File: src/ofdm_tx_params.svh
// constants for the transmit bit processing chain: crc, scrambler, code, counts
// assumes inclusion by the package user modules; definitions only
`ifndef OFDM_TX_PARAMS_SVH
`define OFDM_TX_PARAMS_SVH

// ==================================================
// header check word
`define CRC_POLY          16'h1021
`define CRC_INIT          16'hffff
`define CRC_LAST          15'h000f

// ==================================================
// scrambler seeds, bit 0 is the first delay stage
`define SCR_SEED_0        15'h7ffc
`define SCR_SEED_1        15'h7ffe
`define SCR_SEED_2        15'h7ffd
`define SCR_SEED_3        15'h7fff
`define SCR_TAP_14        13
`define SCR_TAP_15        14

// ==================================================
// segment lengths as last index of a zero based count
`define TAIL_LAST         15'h0005
`define PARITY_TAIL_LAST  15'h0003
`define FCS_LAST          15'h001f

// ==================================================
// convolutional generators, msb taps the current input
`define GEN_A             7'h5b
`define GEN_B             7'h75
`define GEN_C             7'h79

// ==================================================
// puncturing keep masks, bit 3*i+g keeps output g of input i in the block
`define PUNC_THIRD_MASK   15'h0007
`define PUNC_HALF_MASK    15'h0003
`define PUNC_58_MASK      15'h32cb
`define PUNC_34_MASK      15'h004b
`define PUNC_THIRD_LAST   3'h0
`define PUNC_HALF_LAST    3'h0
`define PUNC_58_LAST      3'h4
`define PUNC_34_LAST      3'h2

`endif

File: src/ofdm_tx_pkg.sv
// types shared by the transmit bit encoder and its convolutional stage
// assumes nothing beyond a SystemVerilog compiler
package ofdm_tx_pkg;

  typedef enum logic [1:0] {
    RATE_THIRD,
    RATE_HALF,
    RATE_FIVE_EIGHTHS,
    RATE_THREE_QUARTERS
  } code_rate_t;

  typedef struct packed {
    code_rate_t  rate;
    logic [11:0] length;
    logic [11:0] infoBits;
  } frame_cfg_t;

  typedef struct packed {
    logic [2:0] bits;
    logic [2:0] keep;
    logic       payload;
  } coded_t;

  typedef enum {
    ST_IDLE,
    ST_PHY,
    ST_PHY_TAIL,
    ST_MAC,
    ST_HCS,
    ST_HCS_TAIL,
    ST_PARITY,
    ST_PARITY_TAIL,
    ST_PAY,
    ST_FCS,
    ST_PAY_TAIL,
    ST_PAD,
    ST_DONE
  } tx_state_t;

endpackage
File: src/conv_encoder_punct.sv
// rate 1/3 constraint 7 convolutional encoder with puncturing masks
// assumes the feeding logic flags the first bit of each encoded section
`timescale 1ns/1ps
`include "ofdm_tx_params.svh"

module conv_encoder_punct
  import ofdm_tx_pkg::*;
(
  input  wire logic       clk,
  input  wire logic       nrst,
  input  wire code_rate_t rate,
  input  wire logic       firstBit,
  input  wire logic       isPayload,
  input  wire logic       inValid,
  input  wire logic       inBit,
  output logic            inReady,
  output logic            outValid,
  input  wire logic       outReady,
  output coded_t          outData
);

  // ==================================================
  // pattern tables
  function automatic logic [14:0] puncMask(input code_rate_t r);
    unique case (r)
      RATE_THIRD:        puncMask = `PUNC_THIRD_MASK;
      RATE_HALF:         puncMask = `PUNC_HALF_MASK;
      RATE_FIVE_EIGHTHS: puncMask = `PUNC_58_MASK;
      RATE_THREE_QUARTERS: puncMask = `PUNC_34_MASK;
    endcase
  endfunction

  function automatic logic [2:0] puncLast(input code_rate_t r);
    unique case (r)
      RATE_THIRD:        puncLast = `PUNC_THIRD_LAST;
      RATE_HALF:         puncLast = `PUNC_HALF_LAST;
      RATE_FIVE_EIGHTHS: puncLast = `PUNC_58_LAST;
      RATE_THREE_QUARTERS: puncLast = `PUNC_34_LAST;
    endcase
  endfunction

  logic [5:0] state;
  logic [2:0] pos;

  // ==================================================
  // coding
  // the first bit of a section codes from the zero state, so no idle cycle is lost
  wire logic [5:0]  curState = firstBit ? 6'h00 : state;
  wire logic [2:0]  curPos   = firstBit ? 3'h0 : pos;
  wire logic [6:0]  taps     = {inBit, curState};
  wire logic [2:0]  coded    = {^(taps & `GEN_C), ^(taps & `GEN_B), ^(taps & `GEN_A)};
  wire logic [14:0] maskShift = puncMask(rate) >> ({1'b0, curPos} * 4'h3);
  // per input masking: a partial final block simply gets the leading part of the pattern
  wire logic [2:0]  keep     = maskShift[2:0];
  wire logic        take     = inValid & inReady;
  wire logic [2:0]  nextPos  = (curPos == puncLast(rate)) ? 3'h0 : curPos + 3'h1;

  assign inReady = ~outValid | outReady;

  always_ff @(posedge clk) begin
    if (!nrst) begin
      state <= 6'h00;
      pos   <= 3'h0;
    end else if (take) begin
      state <= {inBit, curState[5:1]};
      pos   <= nextPos;
    end
  end

  always_ff @(posedge clk) begin
    if (!nrst) begin
      outValid <= 1'b0;
      outData  <= '0;
    end else if (take) begin
      outValid <= 1'b1;
      outData  <= '{bits: coded, keep: keep, payload: isPayload};
    end else if (outReady) begin
      outValid <= 1'b0;
    end
  end

endmodule

File: src/ofdm_tx_bit_encoder.sv
// transmit bit chain: header check word, payload unit framing, scrambler, encoder
// assumes the controller streams phy header, mac header, parity, payload and fcs bits in order
`timescale 1ns/1ps
`include "ofdm_tx_params.svh"

// Notes on behaviour
// - crc-16 guards phy and mac headers
// - send inverted crc remainder as check word
// - crc in transmit order, before scrambling
// - crc register preset to all ones
// - payload, fcs, six tails, then pad
// - payload tail bits sent unscrambled zero
// - zero length gives no payload unit
// - pad to multiple of info bits
// - pad zeros pass through the scrambler
// - scramble mac header and payload, reload seed
// - fifteen stage generator, taps fourteen, fifteen
// - output bit is data xor sequence
// - receiver loads same seed from selector
// - four seed values chosen by selector
// - selector resets zero, wraps per frame
// - consecutive frames share a seed only across a reset
// - header tails: six, six, four zeros
// - rate third, k seven, 133 165 171
// - outputs ordered a, b, c
// - final partial block gets partial pattern
// - header rate third; restart from zero
// - payload rate third, half, 5/8, 3/4
module ofdm_tx_bit_encoder
  import ofdm_tx_pkg::*;
(
  input  wire logic       clk,
  input  wire logic       nrst,
  input  wire logic       cfgValid,
  output logic            cfgReady,
  input  wire frame_cfg_t cfg,
  input  wire logic       inValid,
  output logic            inReady,
  input  wire logic       inBit,
  input  wire logic       inLast,
  output logic            codedValid,
  input  wire logic       codedReady,
  output coded_t          codedData,
  output logic [1:0]      seedSelect,
  output logic            busy,
  output logic            frameDone
);

  // ==================================================
  // helpers
  // the same table serves a descrambler, which picks its seed from the received selector
  function automatic logic [14:0] seedValue(input logic [1:0] sel);
    unique case (sel)
      2'h0: seedValue = `SCR_SEED_0;
      2'h1: seedValue = `SCR_SEED_1;
      2'h2: seedValue = `SCR_SEED_2;
      2'h3: seedValue = `SCR_SEED_3;
    endcase
  endfunction

  function automatic logic [15:0] crcStep(input logic [15:0] c, input logic b);
    crcStep = {c[14:0], 1'b0} ^ ((c[15] ^ b) ? `CRC_POLY : 16'h0000);
  endfunction

  // ==================================================
  // state
  tx_state_t   state;
  tx_state_t   next_state;
  frame_cfg_t  frameCfg;
  logic [14:0] cnt;
  logic [15:0] crc;
  logic [14:0] scr;
  logic [11:0] bitMod;

  // ==================================================
  // encoder handshake
  logic encReady;

  // ==================================================
  // state decoding
  wire logic isPhy       = (state == ST_PHY);
  wire logic isPhyTail   = (state == ST_PHY_TAIL);
  wire logic isMac       = (state == ST_MAC);
  wire logic isHcs       = (state == ST_HCS);
  wire logic isHcsTail   = (state == ST_HCS_TAIL);
  wire logic isParity    = (state == ST_PARITY);
  wire logic isParTail   = (state == ST_PARITY_TAIL);
  wire logic isPay       = (state == ST_PAY);
  wire logic isFcs       = (state == ST_FCS);
  wire logic isPayTail   = (state == ST_PAY_TAIL);
  wire logic isPad       = (state == ST_PAD);
  wire logic isIdle      = (state == ST_IDLE);
  wire logic isDone      = (state == ST_DONE);

  // states whose bits come from the controller
  wire logic fromInput   = isPhy | isMac | isParity | isPay | isFcs;
  // states whose bits are generated here
  wire logic padDone     = (bitMod == 12'h000);
  wire logic internal    = isPhyTail | isHcs | isHcsTail | isParTail | isPayTail | (isPad & ~padDone);
  wire logic inPsdu      = isPay | isFcs | isPayTail | isPad;

  // ==================================================
  // bit source selection
  // check word goes out msb first, matching the bit order the crc consumed
  wire logic rawBit      = fromInput ? inBit : (isHcs & ~crc[15]);
  // headers tails and the payload tail leave unscrambled; pad is whitened
  wire logic scrOn       = isMac | isHcs | inPsdu & ~isPayTail;
  // the tail still steps the sequence so pad bits see the right whitening
  wire logic scrAdvance  = scrOn | isPayTail;
  wire logic prbsBit     = scr[`SCR_TAP_14] ^ scr[`SCR_TAP_15];
  wire logic encBit      = rawBit ^ (scrOn & prbsBit);
  wire logic srcValid    = fromInput ? inValid : internal;
  wire logic fire        = srcValid & encReady;
  wire logic crcOn       = isPhy | isMac;

  // ==================================================
  // segment ends
  wire logic [14:0] payBits = {frameCfg.length, 3'b000};
  wire logic payLast     = (cnt == payBits - 15'h0001);
  wire logic tailLast    = (cnt == `TAIL_LAST);
  wire logic segEnd      = ((isPhy | isMac | isParity) & inLast)
                         | ((isPhyTail | isHcsTail | isPayTail) & tailLast)
                         | (isHcs & (cnt == `CRC_LAST))
                         | (isParTail & (cnt == `PARITY_TAIL_LAST))
                         | (isPay & payLast)
                         | (isFcs & (cnt == `FCS_LAST));
  wire logic advance     = fire & segEnd;
  wire logic encFirst    = (isPhy | isPay) & (cnt == 15'h0000);
  wire logic modLast     = (bitMod == frameCfg.infoBits - 12'h001);
  wire logic emptyPay    = (frameCfg.length == 12'h000);

  // ==================================================
  // next state
  always_comb begin
    next_state = state;
    unique case (state)
      ST_IDLE:        if (cfgValid) next_state = ST_PHY;
      ST_PHY:         if (advance) next_state = ST_PHY_TAIL;
      ST_PHY_TAIL:    if (advance) next_state = ST_MAC;
      ST_MAC:         if (advance) next_state = ST_HCS;
      ST_HCS:         if (advance) next_state = ST_HCS_TAIL;
      ST_HCS_TAIL:    if (advance) next_state = ST_PARITY;
      ST_PARITY:      if (advance) next_state = ST_PARITY_TAIL;
      ST_PARITY_TAIL: begin
        if (advance) begin
          next_state = emptyPay ? ST_DONE : ST_PAY;
        end
      end
      ST_PAY:         if (advance) next_state = ST_FCS;
      ST_FCS:         if (advance) next_state = ST_PAY_TAIL;
      ST_PAY_TAIL:    if (advance) next_state = ST_PAD;
      // pad until the unit length is a multiple of the interleaver block
      ST_PAD:         if (padDone) next_state = ST_DONE;
      ST_DONE:        next_state = ST_IDLE;
    endcase
  end

  always_ff @(posedge clk) begin
    if (!nrst) begin
      state <= ST_IDLE;
    end else begin
      state <= next_state;
    end
  end

  // ==================================================
  // frame configuration capture
  always_ff @(posedge clk) begin
    if (!nrst) begin
      frameCfg <= '0;
    end else if (isIdle & cfgValid) begin
      frameCfg <= cfg;
    end
  end

  // ==================================================
  // segment bit counter
  always_ff @(posedge clk) begin
    if (!nrst) begin
      cnt <= 15'h0000;
    end else if (advance | isIdle) begin
      cnt <= 15'h0000;
    end else if (fire) begin
      cnt <= cnt + 15'h0001;
    end
  end

  // ==================================================
  // header check word
  always_ff @(posedge clk) begin
    if (!nrst) begin
      crc <= `CRC_INIT;
    end else if (isIdle) begin
      crc <= `CRC_INIT;
    end else if (fire & crcOn) begin
      crc <= crcStep(crc, inBit);
    end else if (fire & isHcs) begin
      crc <= {crc[14:0], 1'b0};
    end
  end

  // ==================================================
  // side-stream scrambler
  // loaded at frame accept (idle until the mac header) and again at payload start
  wire logic reloadPay = advance & isParTail;
  always_ff @(posedge clk) begin
    if (!nrst) begin
      scr <= `SCR_SEED_0;
    end else if ((isIdle & cfgValid) | reloadPay) begin
      scr <= seedValue(seedSelect);
    end else if (fire & scrAdvance) begin
      scr <= {scr[13:0], prbsBit};
    end
  end

  // ==================================================
  // seed selector
  // advancing once per frame means neighbours, retransmissions too, differ except across a reset, which returns the selector to zero
  always_ff @(posedge clk) begin
    if (!nrst) begin
      seedSelect <= 2'h0;
    end else if (isDone) begin
      seedSelect <= seedSelect + 2'h1;
    end
  end

  // ==================================================
  // interleaver boundary tracking
  // counts modulo infoBits, so no divider is needed; infoBits of zero is not supported
  always_ff @(posedge clk) begin
    if (!nrst) begin
      bitMod <= 12'h000;
    end else if (reloadPay) begin
      bitMod <= 12'h000;
    end else if (fire & inPsdu) begin
      bitMod <= modLast ? 12'h000 : bitMod + 12'h001;
    end
  end

  // ==================================================
  // status
  always_ff @(posedge clk) begin
    if (!nrst) begin
      frameDone <= 1'b0;
    end else begin
      frameDone <= isDone;
    end
  end

  assign cfgReady = isIdle;
  assign busy     = ~isIdle;
  assign inReady  = fromInput & encReady;

  // ==================================================
  // encoder
  // header always at rate third, payload at the frame rate
  wire code_rate_t encRate = inPsdu ? frameCfg.rate : RATE_THIRD;

  conv_encoder_punct encoder (
    .clk       (clk),
    .nrst      (nrst),
    .rate      (encRate),
    .firstBit  (encFirst),
    .isPayload (inPsdu),
    .inValid   (srcValid),
    .inBit     (encBit),
    .inReady   (encReady),
    .outValid  (codedValid),
    .outReady  (codedReady),
    .outData   (codedData)
  );

endmodule

File: config.mk
export PLATFORM = sky130hd
export DESIGN_NAME = ofdm_tx_bit_encoder
export DESIGN_NICKNAME = d
export VERILOG_FILES = /design/src/ofdm_tx_pkg.sv /design/src/conv_encoder_punct.sv /design/src/ofdm_tx_bit_encoder.sv
export VERILOG_INCLUDE_DIRS = /design/src
export SDC_FILE = /design/constraint.sdc
export NUM_CORES = 1
export LEC_CHECK = 0
export ABC_CLOCK_PERIOD_IN_PS = 5500
export BUFFER_PORTS_ARGS = -buffer_cell sky130_fd_sc_hd__buf_2
export CAP_MARGIN = 10
export CELL_PAD_IN_SITES_DETAIL_PLACEMENT = 0
export CELL_PAD_IN_SITES_GLOBAL_PLACEMENT = 1
export CORE_MARGIN = 2
export CORE_UTILIZATION = 30
export DETAILED_ROUTE_END_ITERATION = 8
export PLACE_DENSITY = 0.6
export RECOVER_POWER = 100
export REMOVE_ABC_BUFFERS = 1
export SETUP_SLACK_MARGIN = 0.2
export SYNTH_ARGS = -nofsm -noshare
export SYNTH_HDL_FRONTEND = slang
export SYNTH_HIERARCHICAL = 1
export SYNTH_SLANG_ARGS = --single-unit
File: constraint.sdc
create_clock -name clk -period 5.5 [get_ports clk]
set_clock_uncertainty 0.15 [all_clocks]
set_input_delay 0.55 -clock clk [delete_from_list [all_inputs] [get_ports clk]]
set_output_delay 0.55 -clock clk [all_outputs]
set_load 0.02 [all_outputs]
==> results of run 1 <==
==> registers in the layout, indices dropped and copies added (netlist names), 2 cells and up <==
signal           flops
bitMod              12
frameCfg            26
encoder/state        6
cnt                 15
state                4
seedSelect           2
encoder/pos          3
encoder/outData      7
crc                 16
scr                 15
==> per-layer routing <==
metal / part of all wire / up-vias
li1: - / 2756
met1: 0.49 / 2515
met2: 0.46 / 90
met3: 0.033 / 18
met4: 0.015 / 0
met5: 0 / -
==> stage by stage <==
step                power (W)  utilization  hold WS, ns
finish                0.00248        0.336        0.279
global route          0.00266        0.336        0.271
CTS                   0.00254        0.339        0.260
detailed placement    0.00186        0.324        0.300
global placement      0.00184        0.324        0.291
floorplan             0.00158            -        0.282
==> critical path, cell delays in order (launching register included) <==
cell,delay (ns)
dfxtp_1,0.83
xor2_1,0.19
nand4_1,0.12
nor4_1,1.34
nand2b_1,0.30
fa_1,0.60
and2_0,0.23
o21ai_0,0.14
nand4_1,0.11
a41o_1,0.23
==> path summary, 6_finish.rpt <==
kind	to
setup / recovery	encoder/outData[1]
setup reg to reg	encoder/outData[1]
hold reg to reg	crc[3]
hold / removal	frameCfg[18]
==> cells by family after synthesis <==
logic type / after synthesis / synth area share
buffers and inverters: 88 / 0.0566
adders and majority gates: 12 / 0.0254
xor gates and xnor gates: 67 / 0.0970
AOI/OAI and AO/OA: 141 / 0.152
and+or+nand+nor: 352 / 0.287
DFF: 108 / 0.349
muxes: 20 / 0.0329
==> final cells by class <==
| type | count | area, sq um |
|---|---|---|
| inverters | 28 | 105 |
| multi-input cells | 592 | 3660 |
| clock buffers | 10 | 229 |
| well taps | 270 | 338 |
| clock inverters | 6 | 73.8 |
| flip-flops and latches | 108 | 2160 |
| fillers | 2160 | 13400 |
| repair buffers | 50 | 235 |
==> report_power, final <==
| group | leakage (nW) | internal [W] | switching [W] | total (W) |
|---|---|---|---|---|
| Combinational | 1.47 | 0.000304 | 0.000547 | 0.000851 |
| Sequential | 0.877 | 0.000853 | 0.000103 | 0.000956 |
| Clock | 0.141 | 0.000359 | 0.000312 | 0.000671 |
| Total | 2.49 | 0.00152 | 0.000962 | 0.00248 |
==> Yosys cell counts, drive strengths merged, types with 4 or more instances <==
| cell type | n |
|---|---|
| nand3b | 13 |
| a31oi | 8 |
| or4b | 4 |
| nor2b | 7 |
| a21oi | 46 |
| inv | 27 |
| or3 | 8 |
| nand2b | 15 |
| nor2 | 50 |
| mux2i | 17 |
| o31ai | 4 |
| nand3 | 31 |
| or4bb | 4 |
| o211ai | 13 |
| nor4b | 5 |
| buf | 11 |
| or4 | 5 |
| nor3 | 33 |
| o21a | 5 |
| and2 | 5 |
| nor4 | 14 |
| clkbuf | 49 |
| nand4 | 12 |
| a211oi | 6 |
| nand2 | 126 |
| and3 | 6 |
| o21ai | 28 |
| dfxtp | 108 |
| ha | 11 |
| xor2 | 28 |
| xnor2 | 38 |
==> flow_summary.json, run 1 <==
{
  "vias_per_cell": 5.06,
  "initial_core_util": 0.306,
  "power.density_mw_per_mm2": 364,
  "dr.pass1.iters": 5,
  "grt_max_degree": 47,
  "cts_tree": "done",
  "max-slew-margin-rel": -0.186,
  "synth_edf_count": 0,
  "hp-class": "in -> reg",
  "die_y_um": 148,
  "gr-usage-met2": 0.234,
  "drt_wl_total_um": 15400,
  "dp_hpwl_um": 11000,
  "top_usage_layer": "met2",
  "grt.total_usage": 0.146,
  "final_nets": 834,
  "tightest_slew_ns": 1.76,
  "rrSetupSlack_ns": 1.15,
  "final_common_cell": "nand2_1",
  "peakVddDrop_v": 0.000176,
  "timing.final.ws_setup_ns": 1.15,
  "clkTransAtPathRegs_ns": 0.08,
  "reg2reg_from": "state[3]",
  "fin_crit_sh": 0.791,
  "worstSetupStartpoint": "state[3]",
  "arrival_ns": 4.46,
  "core_area_sq_mm": 0.0202,
  "cp-start-kind": "register",
  "final_cell_mix": "nand2_1 (125), dfxtp_1 (108), nor2_1 (50), a21oi_1 (45), xnor2_1 (38)",
  "die_area_sq_mm": 0.0218,
  "drc_errors": 0,
  "holdCritStartpoint": "cfg[18]",
  "critical_path_required_ns": 5.61,
  "max_freq_ghz": 0.230,
  "drive_gt1_frac": 0.0819,
  "synth.yosys.seq_area_share": 0.349,
  "postCtsSetupBuffers": 0,
  "cp-end-kind": "register",
  "holdPathStages": 3,
  "failed_checks": "capacitance limit, slew limit",
  "grt_pass1_vias": 5089,
  "postSynthAreaPerCell_sq_um": 7.86,
  "synth_cell_types": 76,
  "drv_slew": 13,
  "cts_buffers": 9,
  "dpl_cell_area_sq_mm": 0.00655,
  "criticalPathCategory": "reg -> reg",
  "grtUsageMet3": 0.0231,
  "cts_hold_buf": 0,
  "synth_top_area_share": 0.349,
  "drt-initial-drc-count": 264,
  "synth_flop_cell": "dfxtp_1",
  "cts-root-buf": "clkbuf_16",
  "synth.area.top_cells": "dfxtp_1 (35%), nand2_1 (7.6%), xnor2_1 (5.4%)",
  "routed-via-count": 5379,
  "post-place-ws_ns": 1.73,
  "path_max_fanout": 25,
  "yosysWarningCount": 6,
  "ant_nets": 0,
  "cts_resized": 0,
  "final-instance-count-excl-fill": 1064,
  "synth_seq_cells": 108,
  "pin_count": 47,
  "antenna_found_initial": 0,
  "status": "complete, but fails checks",
  "die-width_um": 148,
  "async_reset_ff_frac": 0,
  "rsz0062_at_grt": "no",
  "maxCapViolCount": 2,
  "wl_per_cell_um": 14.5,
  "synthCells": 788,
  "leakage_nw": 2.49,
  "cts_max_path_buffers": 2,
  "num_antenna_cells": 0,
  "gp_congestion": 0.812,
  "rows": 52,
  "fin_setup_tns_ns": 0,
  "grt.overflow.total": 0,
  "globalRouteMet1Util": 0.199,
  "finish.instance_area_sq_mm": 0.00681,
  "clock_sinks": 108,
  "netlist_area_sq_mm": 0.00619,
  "yosys.area.top_type": "dfxtp_1",
  "reg2reg_depth": 9,
  "worstSkewPairLatency_ns": 0.36,
  "finalSetupViolations": 0,
  "finalCriticalPeriod_ns": 4.35,
  "hold_viol": 0,
  "place_inst": 1048,
  "area_growth_pct": 9.88,
  "grt_pass1_wl_um": 25800,
  "numPortBuffers": 46,
  "h-tree-depth": 3
}
Note: power is estimated with default switching activity, not from simulation.
==> inputs of run 2 (changes only) <==
--- a/config.mk
+++ b/config.mk
@@ -6,7 +6,7 @@
 export SDC_FILE = /design/constraint.sdc
 export NUM_CORES = 1
 export LEC_CHECK = 0
-export ABC_CLOCK_PERIOD_IN_PS = 5500
+export ABC_CLOCK_PERIOD_IN_PS = 4550
 export BUFFER_PORTS_ARGS = -buffer_cell sky130_fd_sc_hd__buf_2
 export CAP_MARGIN = 10
 export CELL_PAD_IN_SITES_DETAIL_PLACEMENT = 0
==> constraint.sdc (replaced) <==
create_clock -name clk -period 4.55 [get_ports clk]
set_clock_uncertainty 0.15 [all_clocks]
set_input_delay 0.455 -clock clk [delete_from_list [all_inputs] [get_ports clk]]
set_output_delay 0.455 -clock clk [all_outputs]
set_load 0.02 [all_outputs]
==> run 2 against run 1 <==
  * Register-to-register slack got worse by 0.22 ns
  * Clock-buffer cell count did not move
  * Critical path depth fell by 2
  * Final area rose by 0.61%
  * Worst hold slack got worse by 0.10 ns
  * Sequential cell count did not move
  * The flow still finishes with violations (capacitance limit, slew limit)
  * Largest power group unchanged
  * Core utilization rose by 0.20 points
  * Maximum frequency rose by 20%
  * Sequential share of layout area fell by 0.19 points
  * Total power rose by 24%
  * Worst setup slack got worse by 0.22 ns
==> flow_summary.json, run 2 (same netlist as run 1, synthesis figures left out) <==
{
  "clkTransAtPathRegs_ns": 0.08,
  "grt_pass1_vias": 5014,
  "ant_nets": 0,
  "largest-register": "frameCfg",
  "die_area_sq_mm": 0.0218,
  "clock_sinks": 108,
  "cp-end-kind": "register",
  "core_area_sq_mm": 0.0202,
  "cts_resized": 0,
  "final_cell_mix": "nand2_1 (125), dfxtp_1 (108), nor2_1 (50), a21oi_1 (45), xnor2_1 (38)",
  "final_common_cell": "nand2_1",
  "reg2reg_depth": 7,
  "post-route-util": 0.338,
  "largest_reg_flops": 26,
  "place_inst": 1048,
  "hp-class": "in -> reg",
  "fin_crit_sh": 0.797,
  "area_growth_pct": 10.5,
  "cts-root-buf": "clkbuf_16",
  "max_freq_ghz": 0.276,
  "finalSetupViolations": 0,
  "grt_pass1_wl_um": 25300,
  "cp.depth": 7,
  "dpl_cell_area_sq_mm": 0.00655,
  "dr.pass1.iters": 4,
  "num_antenna_cells": 0,
  "gp_congestion": 0.801,
  "timing.final.ws_setup_ns": 0.925,
  "peakVddDrop_v": 0.000173,
  "grt.total_usage": 0.142,
  "worstSetupStartpoint": "state[3]",
  "finalCriticalPeriod_ns": 3.63,
  "die-width_um": 148,
  "leakage_nw": 2.52,
  "cp_num_buf_inv": 0,
  "reg2reg_from": "state[3]",
  "critical_path_required_ns": 4.61,
  "criticalPathCategory": "reg -> reg",
  "crit_path_cell_trace": "nand2b_1 > or4_1 > a2111o_1 > nor4_1 > a22oi_1 > o22ai_1 > nor3_1",
  "die_y_um": 148,
  "rsz0062_at_grt": "no",
  "postCtsSetupBuffers": 0,
  "grt_max_degree": 47,
  "drv_slew": 28,
  "h-tree-depth": 3,
  "power.density_mw_per_mm2": 447,
  "cts_tree": "done",
  "pin_count": 47,
  "antenna_found_initial": 0,
  "tightest_slew_ns": 1.64,
  "cp_slowest_stage_delay_ns": 0.85,
  "rows": 52,
  "worstSkewPairLatency_ns": 0.36,
  "cts_buffers": 9,
  "reg2reg_to": "bitMod[9]",
  "wl_per_cell_um": 14.3,
  "finish.instance_area_sq_mm": 0.00685,
  "arrival_ns": 3.68,
  "dp_hpwl_um": 10700,
  "largestRegisters": "frameCfg x26, crc x16",
  "drt-initial-drc-count": 315,
  "vias_per_cell": 4.94,
  "cts_hold_buf": 0,
  "drt_wl_total_um": 15200,
  "post-place-ws_ns": 0.954,
  "worstSetupEndpoint": "bitMod[9]",
  "max-slew-margin-rel": -0.0925,
  "final-instance-count-excl-fill": 1064,
  "grt.overflow.total": 0,
  "fill_cells": 2156,
  "numPortBuffers": 46,
  "hold_viol": 0,
  "cp_slowest_cell": "dfxtp_1",
  "initial_core_util": 0.306,
  "drc_errors": 0,
  "final_nets": 834,
  "cp-start-kind": "register",
  "cts_max_path_buffers": 2,
  "failed_checks": "capacitance limit, slew limit",
  "routed-via-count": 5259,
  "path_max_fanout": 25,
  "maxCapViolCount": 1,
  "fin_setup_tns_ns": 0,
  "status": "complete, but fails checks",
  "rrSetupSlack_ns": 0.92,
  "drive_gt1_frac": 0.0844,
  "crit_family": "compound AO/OA/AOI/OAI gates"
}
==> run 2: cell types whose count changed in the layout (fill, tap and decap cells not counted), sizes merged <==
cell      change
buf           +1
bufinv        +1
clkbuf        -1
clkinv        -1
clkinvlp      -1
inv           +1
==> run 2: stage by stage <==
stage,total power [W],hold WS [ns]
after floorplan,0.00191,0.282
after global placement,0.00223,0.292
after detailed placement,0.00224,0.299
after CTS,0.00314,0.167
after global routing,0.00327,0.172
final,0.00306,0.179
==> run 2: tightest hold or removal path: cells and delay by family <==
kind                   cells  cell delay, ns
AND/OR/NAND/NOR            1            0.04
buffers and inverters      1            0.10
AO/OA/AOI/OAI              1            0.05
==> run 2: where the power goes <==
part	leakage (nW)	total, W	internal, W	switching (W)
Clock	0.160	0.000884	0.000503	0.000381
Sequential	0.877	0.00116	0.00103	0.000124
Combinational	1.48	0.00102	0.000371	0.000652
==> run 2: worst min-delay path by stage <==
stage | from | endpoint | slack (ns) | depth (start not counted)
2_1_floorplan | frameCfg[24] | frameCfg[24] | 0.28 | 2
3_3_place_gp | encoder/outData[0] | encoder/outData[0] | 0.29 | 2
3_5_place_dp | encoder/outData[0] | encoder/outData[0] | 0.30 | 2
4_1_cts | cfg[9] | frameCfg[9] | 0.17 | 3
5_1_grt | cfg[8] | frameCfg[8] | 0.17 | 3
6_report | cfg[8] | frameCfg[8] | 0.18 | 3
==> run 2: layer usage <==
layer / vias to the layer above / share of wire / GRT usage
li1: 2739 / - / -
met1: 2425 / 0.50 / 0.193
met2: 82 / 0.45 / 0.230
met3: 13 / 0.038 / 0.0312
met4: 0 / 0.014 / 0.0370
met5: - / 0 / 0
==> run 2: cell type report <==
cell class / instances / area (sq um) / area share
clock buffer: 10 / 239 / 0.0349
clock inverter: 6 / 93.8 / 0.0137
inverter: 28 / 105 / 0.0153
multi-input combinational: 592 / 3670 / 0.536
sequential: 108 / 2160 / 0.316
tap: 270 / 338 / 0.0493
timing repair buffer: 50 / 239 / 0.0349
